**src/verilog/fesq_map.svh**
```systemverilog
// offsets, fields, command codes and timing counts of the erase sequencer
`ifndef FESQ_MAP_SVH
`define FESQ_MAP_SVH
`define FESQ_CLK_MHZ 100
`define FESQ_WINDOW_US 100
`define FESQ_WINDOW_CYC (`FESQ_WINDOW_US * `FESQ_CLK_MHZ)
`define FESQ_SUSP_MIN_NS 100
`define FESQ_SUSP_MAX_US 15
`define FESQ_SUSP_CYC ((`FESQ_SUSP_MIN_NS + 9) / 10)
`define FESQ_RESET_MS 2
`define FESQ_RESET_CYC (`FESQ_RESET_MS * 1000 * `FESQ_CLK_MHZ)
`define FESQ_ERASE_CYC 50000
`define FESQ_MAX_PASSES 8
`define FESQ_REG_MAIN_LOCK 8'hC0
`define FESQ_REG_SEC_LOCK 8'hC2
`define FESQ_BIT_POLL 7
`define FESQ_BIT_TOGGLE 6
`define FESQ_BIT_ERR 5
`define FESQ_BIT_WINDOW 3
`define FESQ_SEC_FLAG_BIT 7
`define FESQ_D_UNLOCK1 8'hAA
`define FESQ_D_UNLOCK2 8'h55
`define FESQ_D_ERASE 8'h80
`define FESQ_D_BULK 8'h10
`define FESQ_D_SECTOR 8'h30
`define FESQ_D_SUSPEND 8'hB0
`define FESQ_D_RESUME 8'h30
`define FESQ_D_RESET 8'hF0
`define FESQ_A_UNLOCK1 12'h555
`define FESQ_A_UNLOCK2 12'hAAA
`define FESQ_BYTE_ZERO 8'h00
`define FESQ_BYTE_ONES 8'hFF
`endif

```
**src/verilog/fesq_pkg.sv**
```systemverilog
// types of the erase sequencer
package fesq_pkg;
   typedef enum logic [3:0] {
      FESQ_READ,
      FESQ_WINDOW,
      FESQ_PREPROG,
      FESQ_ERASE,
      FESQ_SUSP_WAIT,
      FESQ_SUSPENDED,
      FESQ_RESETTING
   } fesq_state_t;
endpackage

```
**src/verilog/fesq_core.sv**
```systemverilog
// erase command sequencer with status bits and lock registers
`timescale 1ns/1ps
`include "fesq_map.svh"
module fesq_core #(
   parameter int WINDOW_CYC = `FESQ_WINDOW_CYC,
   parameter int RESET_CYC = `FESQ_RESET_CYC,
   parameter int ERASE_CYC = `FESQ_ERASE_CYC,
   parameter int MAX_PASSES = `FESQ_MAX_PASSES
) (
   input wire logic SYS_CLK,
   input wire logic SYS_RST,
   input wire logic [11:0] ADDR,
   input wire logic [7:0] WDATA,
   input wire logic WR,
   input wire logic RD,
   input wire logic [7:0] MAIN_ARRAY_SECTOR_SELECT,
   input wire logic [3:0] BOOT_SECTOR_SELECT,
   input wire logic CONTROL_REGISTER_SPACE,
   input wire logic [7:0] ARRAY_RDATA,
   input wire logic [7:0] MAIN_LOCK,
   input wire logic [3:0] BOOT_LOCK,
   input wire logic SECURITY_SET,
   input wire logic ERASE_FAIL,
   output logic [7:0] RDATA,
   output logic BUSY,
   output logic [11:0] SECTOR_ERASING,
   output logic [11:0] SECTOR_INVALID,
   output logic [7:0] ARRAY_WDATA,
   output logic ARRAY_WRITE
);
   localparam int TW = 24;
   fesq_pkg::fesq_state_t state, next_state;
   logic [2:0] step, next_step;
   logic is_bulk, next_is_bulk;
   logic [11:0] erasing, next_erasing;
   logic [11:0] invalid, next_invalid;
   logic toggle, next_toggle;
   logic err, next_err;
   logic [7:0] passes, next_passes;
   logic [7:0] rdata_q, next_rdata;
   logic tmr_load, tmr_stop, tmr_done, tmr_busy;
   logic [TW-1:0] tmr_count;
   logic [11:0] sel;
   logic [11:0] lock_vec;
   logic flash_wr, flash_rd, hit_erasing;
   assign sel = {BOOT_SECTOR_SELECT, MAIN_ARRAY_SECTOR_SELECT};
   assign lock_vec = {BOOT_LOCK, MAIN_LOCK};
   assign flash_wr = WR && (sel != '0);
   assign flash_rd = RD && (sel != '0);
   assign hit_erasing = (sel & erasing) != '0;
   fesq_timer #(.WIDTH(TW)) u_timer (
      .SYS_CLK(SYS_CLK),
      .SYS_RST(SYS_RST),
      .LOAD(tmr_load),
      .COUNT(tmr_count),
      .STOP(tmr_stop),
      .DONE(tmr_done),
      .BUSY(tmr_busy)
   );
   always_comb begin
      next_state = state;
      next_step = step;
      next_is_bulk = is_bulk;
      next_erasing = erasing;
      next_invalid = invalid;
      next_toggle = toggle;
      next_err = err;
      next_passes = passes;
      tmr_load = 1'b0;
      tmr_stop = 1'b0;
      tmr_count = '0;
      // toggle on every busy read of erasing sector
      if (flash_rd && hit_erasing && state != fesq_pkg::FESQ_READ
          && state != fesq_pkg::FESQ_SUSPENDED) begin
         next_toggle = ~toggle;
      end
      case (state)
         fesq_pkg::FESQ_READ: begin
            if (flash_wr) begin
               if (WDATA == `FESQ_D_RESET) begin
                  next_step = '0;
               end else begin
                  case (step)
                     3'd0, 3'd3: begin
                        if (ADDR == `FESQ_A_UNLOCK1 &&
                            WDATA == `FESQ_D_UNLOCK1)
                           next_step = step + 3'd1;
                        else
                           next_step = '0;
                     end
                     3'd1, 3'd4: begin
                        if (ADDR == `FESQ_A_UNLOCK2 &&
                            WDATA == `FESQ_D_UNLOCK2)
                           next_step = step + 3'd1;
                        else
                           next_step = '0;
                     end
                     3'd2: begin
                        if (ADDR == `FESQ_A_UNLOCK1 &&
                            WDATA == `FESQ_D_ERASE)
                           next_step = 3'd3;
                        else
                           next_step = '0;
                     end
                     3'd5: begin
                        next_step = '0;
                        if (WDATA == `FESQ_D_BULK &&
                            ADDR == `FESQ_A_UNLOCK1) begin
                           next_erasing = ~lock_vec;
                           next_is_bulk = 1'b1;
                           next_err = 1'b0;
                           next_passes = '0;
                           next_invalid = '0;
                           next_state = fesq_pkg::FESQ_PREPROG;
                           tmr_load = 1'b1;
                           tmr_count = TW'(ERASE_CYC);
                        end else if (WDATA == `FESQ_D_SECTOR) begin
                           next_erasing = sel & ~lock_vec;
                           next_is_bulk = 1'b0;
                           next_err = 1'b0;
                           next_passes = '0;
                           next_invalid = '0;
                           next_state = fesq_pkg::FESQ_WINDOW;
                           tmr_load = 1'b1;
                           tmr_count = TW'(WINDOW_CYC);
                        end
                     end
                     default: next_step = '0;
                  endcase
               end
            end
         end
         fesq_pkg::FESQ_WINDOW: begin
            if (flash_wr) begin
               if (WDATA == `FESQ_D_SECTOR) begin
                  next_erasing = erasing | (sel & ~lock_vec);
                  tmr_load = 1'b1;
                  tmr_count = TW'(WINDOW_CYC);
               end else if (WDATA == `FESQ_D_SUSPEND) begin
                  tmr_load = 1'b1;
                  tmr_count = TW'(`FESQ_SUSP_CYC);
                  next_state = fesq_pkg::FESQ_SUSP_WAIT;
               end else begin
                  tmr_stop = 1'b1;
                  next_erasing = '0;
                  next_state = fesq_pkg::FESQ_READ;
               end
            end else if (tmr_done) begin
               next_state = fesq_pkg::FESQ_PREPROG;
               tmr_load = 1'b1;
               tmr_count = TW'(ERASE_CYC);
            end
         end
         fesq_pkg::FESQ_PREPROG, fesq_pkg::FESQ_ERASE: begin
            // bulk ignores all; sector takes two
            if (flash_wr && !is_bulk && WDATA == `FESQ_D_SUSPEND) begin
               tmr_load = 1'b1;
               tmr_count = TW'(`FESQ_SUSP_CYC);
               next_state = fesq_pkg::FESQ_SUSP_WAIT;
            end else if (flash_wr && !is_bulk &&
                         WDATA == `FESQ_D_RESET) begin
               tmr_load = 1'b1;
               tmr_count = TW'(RESET_CYC);
               next_invalid = erasing;
               next_state = fesq_pkg::FESQ_RESETTING;
            end else if (tmr_done) begin
               if (state == fesq_pkg::FESQ_PREPROG) begin
                  // zero pass done, ones pass next
                  next_state = fesq_pkg::FESQ_ERASE;
                  tmr_load = 1'b1;
                  tmr_count = TW'(ERASE_CYC);
               end else if (ERASE_FAIL &&
                            passes < 8'(MAX_PASSES - 1)) begin
                  next_passes = passes + 8'd1;
                  tmr_load = 1'b1;
                  tmr_count = TW'(ERASE_CYC);
               end else begin
                  next_err = ERASE_FAIL;
                  next_invalid = ERASE_FAIL ? erasing : '0;
                  next_erasing = ERASE_FAIL ? erasing : '0;
                  next_state = fesq_pkg::FESQ_READ;
               end
            end
         end
         fesq_pkg::FESQ_SUSP_WAIT: begin
            // toggle stops after the short delay
            if (tmr_done)
               next_state = fesq_pkg::FESQ_SUSPENDED;
         end
         fesq_pkg::FESQ_SUSPENDED: begin
            if (flash_wr && WDATA == `FESQ_D_RESUME) begin
               next_state = fesq_pkg::FESQ_PREPROG;
               tmr_load = 1'b1;
               tmr_count = TW'(ERASE_CYC);
            end else if (flash_wr && WDATA == `FESQ_D_RESET) begin
               next_invalid = erasing;
               tmr_load = 1'b1;
               tmr_count = TW'(RESET_CYC);
               next_state = fesq_pkg::FESQ_RESETTING;
            end
         end
         fesq_pkg::FESQ_RESETTING: begin
            if (tmr_done) begin
               next_erasing = '0;
               next_step = '0;
               next_state = fesq_pkg::FESQ_READ;
            end
         end
         default: next_state = fesq_pkg::FESQ_READ;
      endcase
   end
   always_comb begin
      next_rdata = rdata_q;
      if (RD && CONTROL_REGISTER_SPACE) begin
         // main lock bits; boot bits and flag
         if (ADDR[7:0] == `FESQ_REG_MAIN_LOCK)
            next_rdata = MAIN_LOCK;
         else if (ADDR[7:0] == `FESQ_REG_SEC_LOCK)
            next_rdata = {SECURITY_SET, 3'b000, BOOT_LOCK};
         else
            next_rdata = '0;
      end else if (RD && (sel != '0)) begin
         if (hit_erasing && state != fesq_pkg::FESQ_READ &&
             state != fesq_pkg::FESQ_SUSPENDED) begin
            next_rdata = '0;
            next_rdata[`FESQ_BIT_POLL] = 1'b0;
            next_rdata[`FESQ_BIT_TOGGLE] = next_toggle;
            next_rdata[`FESQ_BIT_ERR] = err;
            next_rdata[`FESQ_BIT_WINDOW] =
               (state != fesq_pkg::FESQ_WINDOW);
         end else if ((sel & (erasing | invalid)) != '0) begin
            // erasing or invalid sector reads zero byte plus error bit
            next_rdata = `FESQ_BYTE_ZERO;
            next_rdata[`FESQ_BIT_ERR] = err;
         end else begin
            next_rdata = ARRAY_RDATA;
         end
      end
   end
   always_ff @(posedge SYS_CLK or posedge SYS_RST) begin
      if (SYS_RST) begin
         state <= fesq_pkg::FESQ_READ;
         step <= '0;
         is_bulk <= 1'b0;
         erasing <= '0;
         invalid <= '0;
         toggle <= 1'b0;
         err <= 1'b0;
         passes <= '0;
         rdata_q <= '0;
      end else begin
         state <= next_state;
         step <= next_step;
         is_bulk <= next_is_bulk;
         erasing <= next_erasing;
         invalid <= next_invalid;
         toggle <= next_toggle;
         err <= next_err;
         passes <= next_passes;
         rdata_q <= next_rdata;
      end
   end
   assign RDATA = rdata_q;
   assign BUSY = (state != fesq_pkg::FESQ_READ) &&
                 (state != fesq_pkg::FESQ_SUSPENDED);
   assign SECTOR_ERASING = erasing;
   assign SECTOR_INVALID = invalid;
   // zero pass then ones pass data
   assign ARRAY_WDATA = (state == fesq_pkg::FESQ_PREPROG) ?
                        `FESQ_BYTE_ZERO : `FESQ_BYTE_ONES;
   assign ARRAY_WRITE = (state == fesq_pkg::FESQ_PREPROG) ||
                        (state == fesq_pkg::FESQ_ERASE);
   a_bulk_ignore: assert property (@(posedge SYS_CLK) disable iff (SYS_RST)
      (state == fesq_pkg::FESQ_ERASE && is_bulk && !tmr_done) |=>
      state == fesq_pkg::FESQ_ERASE) else $error("bulk left early");
   a_window_abort: assert property (@(posedge SYS_CLK)
      disable iff (SYS_RST)
      (state == fesq_pkg::FESQ_WINDOW && flash_wr &&
       WDATA != `FESQ_D_SECTOR && WDATA != `FESQ_D_SUSPEND) |=>
      state == fesq_pkg::FESQ_READ && erasing == '0)
      else $error("window not aborted");
   a_window_timer: assert property (@(posedge SYS_CLK)
      disable iff (SYS_RST)
      state == fesq_pkg::FESQ_WINDOW |-> tmr_busy || tmr_done)
      else $error("window timer idle");
   a_susp_take: assert property (@(posedge SYS_CLK) disable iff (SYS_RST)
      (state == fesq_pkg::FESQ_WINDOW && flash_wr &&
       WDATA == `FESQ_D_SUSPEND) |=>
      state == fesq_pkg::FESQ_SUSP_WAIT ##[1:20]
      state == fesq_pkg::FESQ_SUSPENDED)
      else $error("suspend not reached");
   a_susp_hold: assert property (@(posedge SYS_CLK) disable iff (SYS_RST)
      (state == fesq_pkg::FESQ_SUSPENDED && flash_wr &&
       WDATA != `FESQ_D_RESUME && WDATA != `FESQ_D_RESET) |=>
      state == fesq_pkg::FESQ_SUSPENDED)
      else $error("suspend left wrongly");
   a_resume_go: assert property (@(posedge SYS_CLK) disable iff (SYS_RST)
      (state == fesq_pkg::FESQ_SUSPENDED && flash_wr &&
       WDATA == `FESQ_D_RESUME) |=> state == fesq_pkg::FESQ_PREPROG)
      else $error("resume ignored");
   a_reset_inval: assert property (@(posedge SYS_CLK) disable iff (SYS_RST)
      (state == fesq_pkg::FESQ_SUSPENDED && flash_wr &&
       WDATA == `FESQ_D_RESET) |=> invalid == $past(erasing))
      else $error("sector not invalid");
   a_lock_skip: assert property (@(posedge SYS_CLK) disable iff (SYS_RST)
      (erasing & lock_vec) == '0)
      else $error("locked sector erased");
   a_toggle_flip: assert property (@(posedge SYS_CLK) disable iff (SYS_RST)
      (flash_rd && hit_erasing && BUSY) |=> toggle != $past(toggle))
      else $error("toggle stuck");
   c_bulk: cover property (@(posedge SYS_CLK)
      state == fesq_pkg::FESQ_ERASE && is_bulk);
   c_window_done: cover property (@(posedge SYS_CLK)
      state == fesq_pkg::FESQ_WINDOW && tmr_done);
   c_suspended: cover property (@(posedge SYS_CLK)
      state == fesq_pkg::FESQ_SUSPENDED);
   c_error: cover property (@(posedge SYS_CLK) err);
endmodule

```
**src/verilog/fesq_timer.sv**
```systemverilog
// loadable down-counter giving a one-cycle done pulse
`timescale 1ns/1ps
module fesq_timer #(
   parameter int WIDTH = 24
) (
   input wire logic SYS_CLK,
   input wire logic SYS_RST,
   input wire logic LOAD,
   input wire logic [WIDTH-1:0] COUNT,
   input wire logic STOP,
   output logic DONE,
   output logic BUSY
);
   logic [WIDTH-1:0] cnt;
   logic [WIDTH-1:0] next_cnt;
   logic next_done;
   always_comb begin
      next_cnt = cnt;
      next_done = 1'b0;
      if (STOP) begin
         next_cnt = '0;
      end else if (LOAD) begin
         next_cnt = COUNT;
      end else if (cnt == WIDTH'(1)) begin
         next_cnt = '0;
         next_done = 1'b1;
      end else if (cnt != '0) begin
         next_cnt = cnt - WIDTH'(1);
      end
   end
   always_ff @(posedge SYS_CLK or posedge SYS_RST) begin
      if (SYS_RST) begin
         cnt <= '0;
         DONE <= 1'b0;
      end else begin
         cnt <= next_cnt;
         DONE <= next_done;
      end
   end
   assign BUSY = (cnt != '0);
endmodule

```
**config.mk**
```make
export PLATFORM = sky130hd
export DESIGN_NAME = fesq_core
export DESIGN_NICKNAME = d
export VERILOG_FILES = /design/src/verilog/fesq_pkg.sv /design/src/verilog/fesq_core.sv /design/src/verilog/fesq_timer.sv
export VERILOG_INCLUDE_DIRS = /design/src /design/src/verilog
export SDC_FILE = /design/constraint.sdc
export NUM_CORES = 1
export LEC_CHECK = 0
export BUFFER_PORTS_ARGS = -buffer_cell sky130_fd_sc_hd__buf_2
export CAP_MARGIN = 20
export CORE_MARGIN = 2
export CORE_UTILIZATION = 55
export CTS_CLUSTER_SIZE = 40
export DETAILED_ROUTE_END_ITERATION = 8
export PLACE_DENSITY = 0.8
export SETUP_SLACK_MARGIN = 0.2
export SLEW_MARGIN = 20
export SYNTH_ARGS = -nofsm -noshare
export SYNTH_HDL_FRONTEND = slang
export SYNTH_SLANG_ARGS = --single-unit
```
**constraint.sdc**
```tcl
create_clock -name SYS_CLK -period 6.4 [get_ports SYS_CLK]
set_input_delay 1.28 -clock SYS_CLK [delete_from_list [all_inputs] [get_ports SYS_CLK]]
set_output_delay 1.28 -clock SYS_CLK [all_outputs]
set_load 0.03 [all_outputs]
```
==> out/qor.yml <==
yosys:
  synth_xor_area_share_pct: 3.50
  synth_simple_gate_area_share_pct: 23.8
  synthCells: 534
  synth_compound_area_share_pct: 22.6
  synthArstFlopShare_pct: 100
  synth_edf_count: 0
  yosysSeqAreaShare_pct: 39.0
  synth_adder_area_share_pct: 2.11
  ys_warn_count: 0
  synth-main-ff-cell: "dfrtp_1"
  syn_nets: 601
  synth_area_per_cell_um2: 8.89
  muxShareOfSynthArea_pct: 3.74
  ys_seq_elements: 74
  ys_types: 75
  netlist_area_um2: 4750
  synth_top_family_by_area: "simple AND/OR/NAND/NOR gates"
routing:
  drc: 0
  dr.pass1.iters: 5
  wl_per_cell_um: 18.6
  drt-total-wl_um: 13600
  first_iter_violations: 401
  detail-route-antenna-nets: 0
  route.vias.total: 4665
  viasPerCell: 6.37
clocking:
  post-cts-setup-buffers: 0
  ctsResizeCount: 0
  worstSkewPairLatency_ps: 350
  clock-sinks: 74
  clockRootBuffer: "clkbuf_8"
  hold_buffers: 0
  cts_buffer_depth: 2
  numCtsBuffers: 9
  htreeDepth: 3
  worst_setup_hold_path_clk_slew_ps: 90
  tritoncts: "built"
flow_run:
  drv_cap: 0
placed_design:
  hpwl_um: 10400
  place_area_um2: 5250
  port_buffers: 100
  routabilityCongestion: 0.989
  dp.cells: 716
layout:
  drive_gt1_share_pct: 23.6
  area_growth_pct: 15.6
  final_common_cell: "buf_2"
  fillCellCount: 691
  final_cell_mix: "100 x buf_2, 74 x dfrtp_1, 48 x nand2_1"
  layoutNonFillerInstCount: 732
  n_antenna_cell: 0
  nets: 689
  fin_area_um2: 5490
grt:
  grt_pass1_vias: 4398
  grt_max_degree: 75
  grt_antenna_before_repair: 0
  grt_pass1_wl_um: 22100
  grt_util_all_layers_pct: 28.7
  overflow: 0
setup_path:
  cp-endpoint: "SECTOR_INVALID[4]$_DFFE_PP0P_"
  crit_start: "WDATA[3]"
  r2r_setup_slack_ps: 3520
  rr_worst_depth: 6
  r2r-start: "state[0]$_DFFE_PP0P_"
  worstPathRequired_ps: 6670
  r2r-end: "SECTOR_ERASING[2]$_DFFE_PP0P_"
  worstSetupPathType: "input pin to register"
  critical_path_arrival_ps: 3990
  cp-end-kind: "register"
  startpoint_type: "input pin"
  cp_max_fo: 12
timing:
  tightestPinTransition_ps: 1010
  setup-tns-final_ps: 0
  final-setup-viol-count: 0
  timing.slew.headroom_pct: 31.9
  layout_min_cycle_time_ps: 3720
  finClkSkew_ps: 12.5
  hold_ws_ps: 488
  maxSlewViolCount: 0
  rsz0062_at_grt: "no"
  hold_violations: 0
  max_freq_mhz: 269
  fin_crit_sh_pct: 58.1
floorplanning:
  io_pins: 101
  dieArea_um2: 9390
  initial_core_util_pct: 57.2
  fp.coreArea_um2: 8300
  fp.dieW_um: 96.9
  die_h_um: 96.9
  rows: 33
power_and_ir_drop:
  cellPowerDensity_nw_per_um2: 416
  power.leakage_nw: 2.43
  vdd_drop_max_uv: 198
outcome:
  status: "finished clean"
hold_path:
  hold_class: "register to register"
-- where the power goes --
group          leakage, nW  switching (mW)  internal, mW
registers            0.953           0.200         0.624
clock network        0.121           0.184         0.261
logic                 1.35           0.642         0.373
-- registers in the layout, summed over array words and instances, names as in the netlist --
register and cells:
err 1, u_timer.cnt 24, SECTOR_INVALID 12, SECTOR_ERASING 12, passes 8, is_bulk 1, state 3, step 3
RDATA 8, u_timer.DONE 1, toggle 1
-- worst min-delay path by stage --
stage / start / to / slack (ps) / depth (start not counted)
floorplan: toggle$_DFF_PP0_ / toggle$_DFF_PP0_ / 450 / 1
global placement: toggle$_DFF_PP0_ / toggle$_DFF_PP0_ / 460 / 1
detailed placement: toggle$_DFF_PP0_ / toggle$_DFF_PP0_ / 470 / 1
CTS: toggle$_DFF_PP0_ / toggle$_DFF_PP0_ / 490 / 1
global route: toggle$_DFF_PP0_ / toggle$_DFF_PP0_ / 510 / 1
finish: toggle$_DFF_PP0_ / toggle$_DFF_PP0_ / 490 / 1
-- metrics by stage --
stage                     setup slack (ps)  power, mW  util, %
after floorplan                       3140       1.53        -
after global placement                2370       1.81     63.3
after detailed placement              2310       1.83     63.3
after CTS                             2680       2.28     66.2
after global routing                  2470       2.42     66.2
final                                 2680       2.28     66.2
-- worst max-delay path: stages --
cell and delay, ps:
buf_2 120, nor4_1 480, nand4_1 460, o21ai_0 330, nand3_2 260, a21oi_2 770
mux2i_1 290
-- logic make-up after synthesis --
| kind of cell | count (synthesis) |
|---|---|
| AO/OA/AOI/OAI | 158 |
| AND/OR/NAND/NOR | 207 |
| multiplexers | 17 |
| buffers and inverters | 51 |
| XOR/XNOR | 19 |
| adder cells (fa/ha/maj) | 8 |
| flip-flops | 74 |
-- cell usage after synthesis, types with 4 or more instances --
cell,instances,share of area (%)
dfrtp_1,74,39
nand2_1,48,3.8
a21oi_1,41,4.3
nor2_1,39,3.1
o21ai_0,27,2.8
inv_1,23,1.8
nand3_1,18,1.9
nor3_1,15,1.6
mux2i_1,14,3.0
o21ai_1,13,1.4
o31ai_1,13,2.1
xnor2_1,13,2.4
a221oi_1,11,2.0
clkbuf_1,10,0.79
nand4_1,10,1.3
nor4_1,10,1.3
a22o_1,8,1.5
and3_1,8,1.1
buf_4,8,1.3
ha_1,8,2.1
and2_1,7,0.92
a22oi_1,6,0.95
or3_1,6,0.79
xor2_1,6,1.1
a211oi_1,5,0.79
nor2b_1,5,0.66
buf_2,4,0.42
nor4b_1,4,0.74
o22ai_1,4,0.53
-- final cells by class --
class	instances	area (um^2)	area share, %
multi-input cells	409	2650	48.2
flip-flops and latches	74	1850	33.7
repair buffers	104	531	9.66
well taps	105	131	2.39
clock buffers	10	128	2.32
clock inverters	6	113	2.05
inverters	24	90.1	1.64
-- routing by layer --
layer | share of wire (%) | track usage [%] | vias up
li1 | - | - | 2166
met1 | 43 | 39.1 | 2225
met2 | 47 | 46.0 | 234
met3 | 7.4 | 4.77 | 40
met4 | 2.5 | 11.3 | 0
met5 | 0 | 0 | -
No activity file was read; power rests on OpenSTA's default activity.
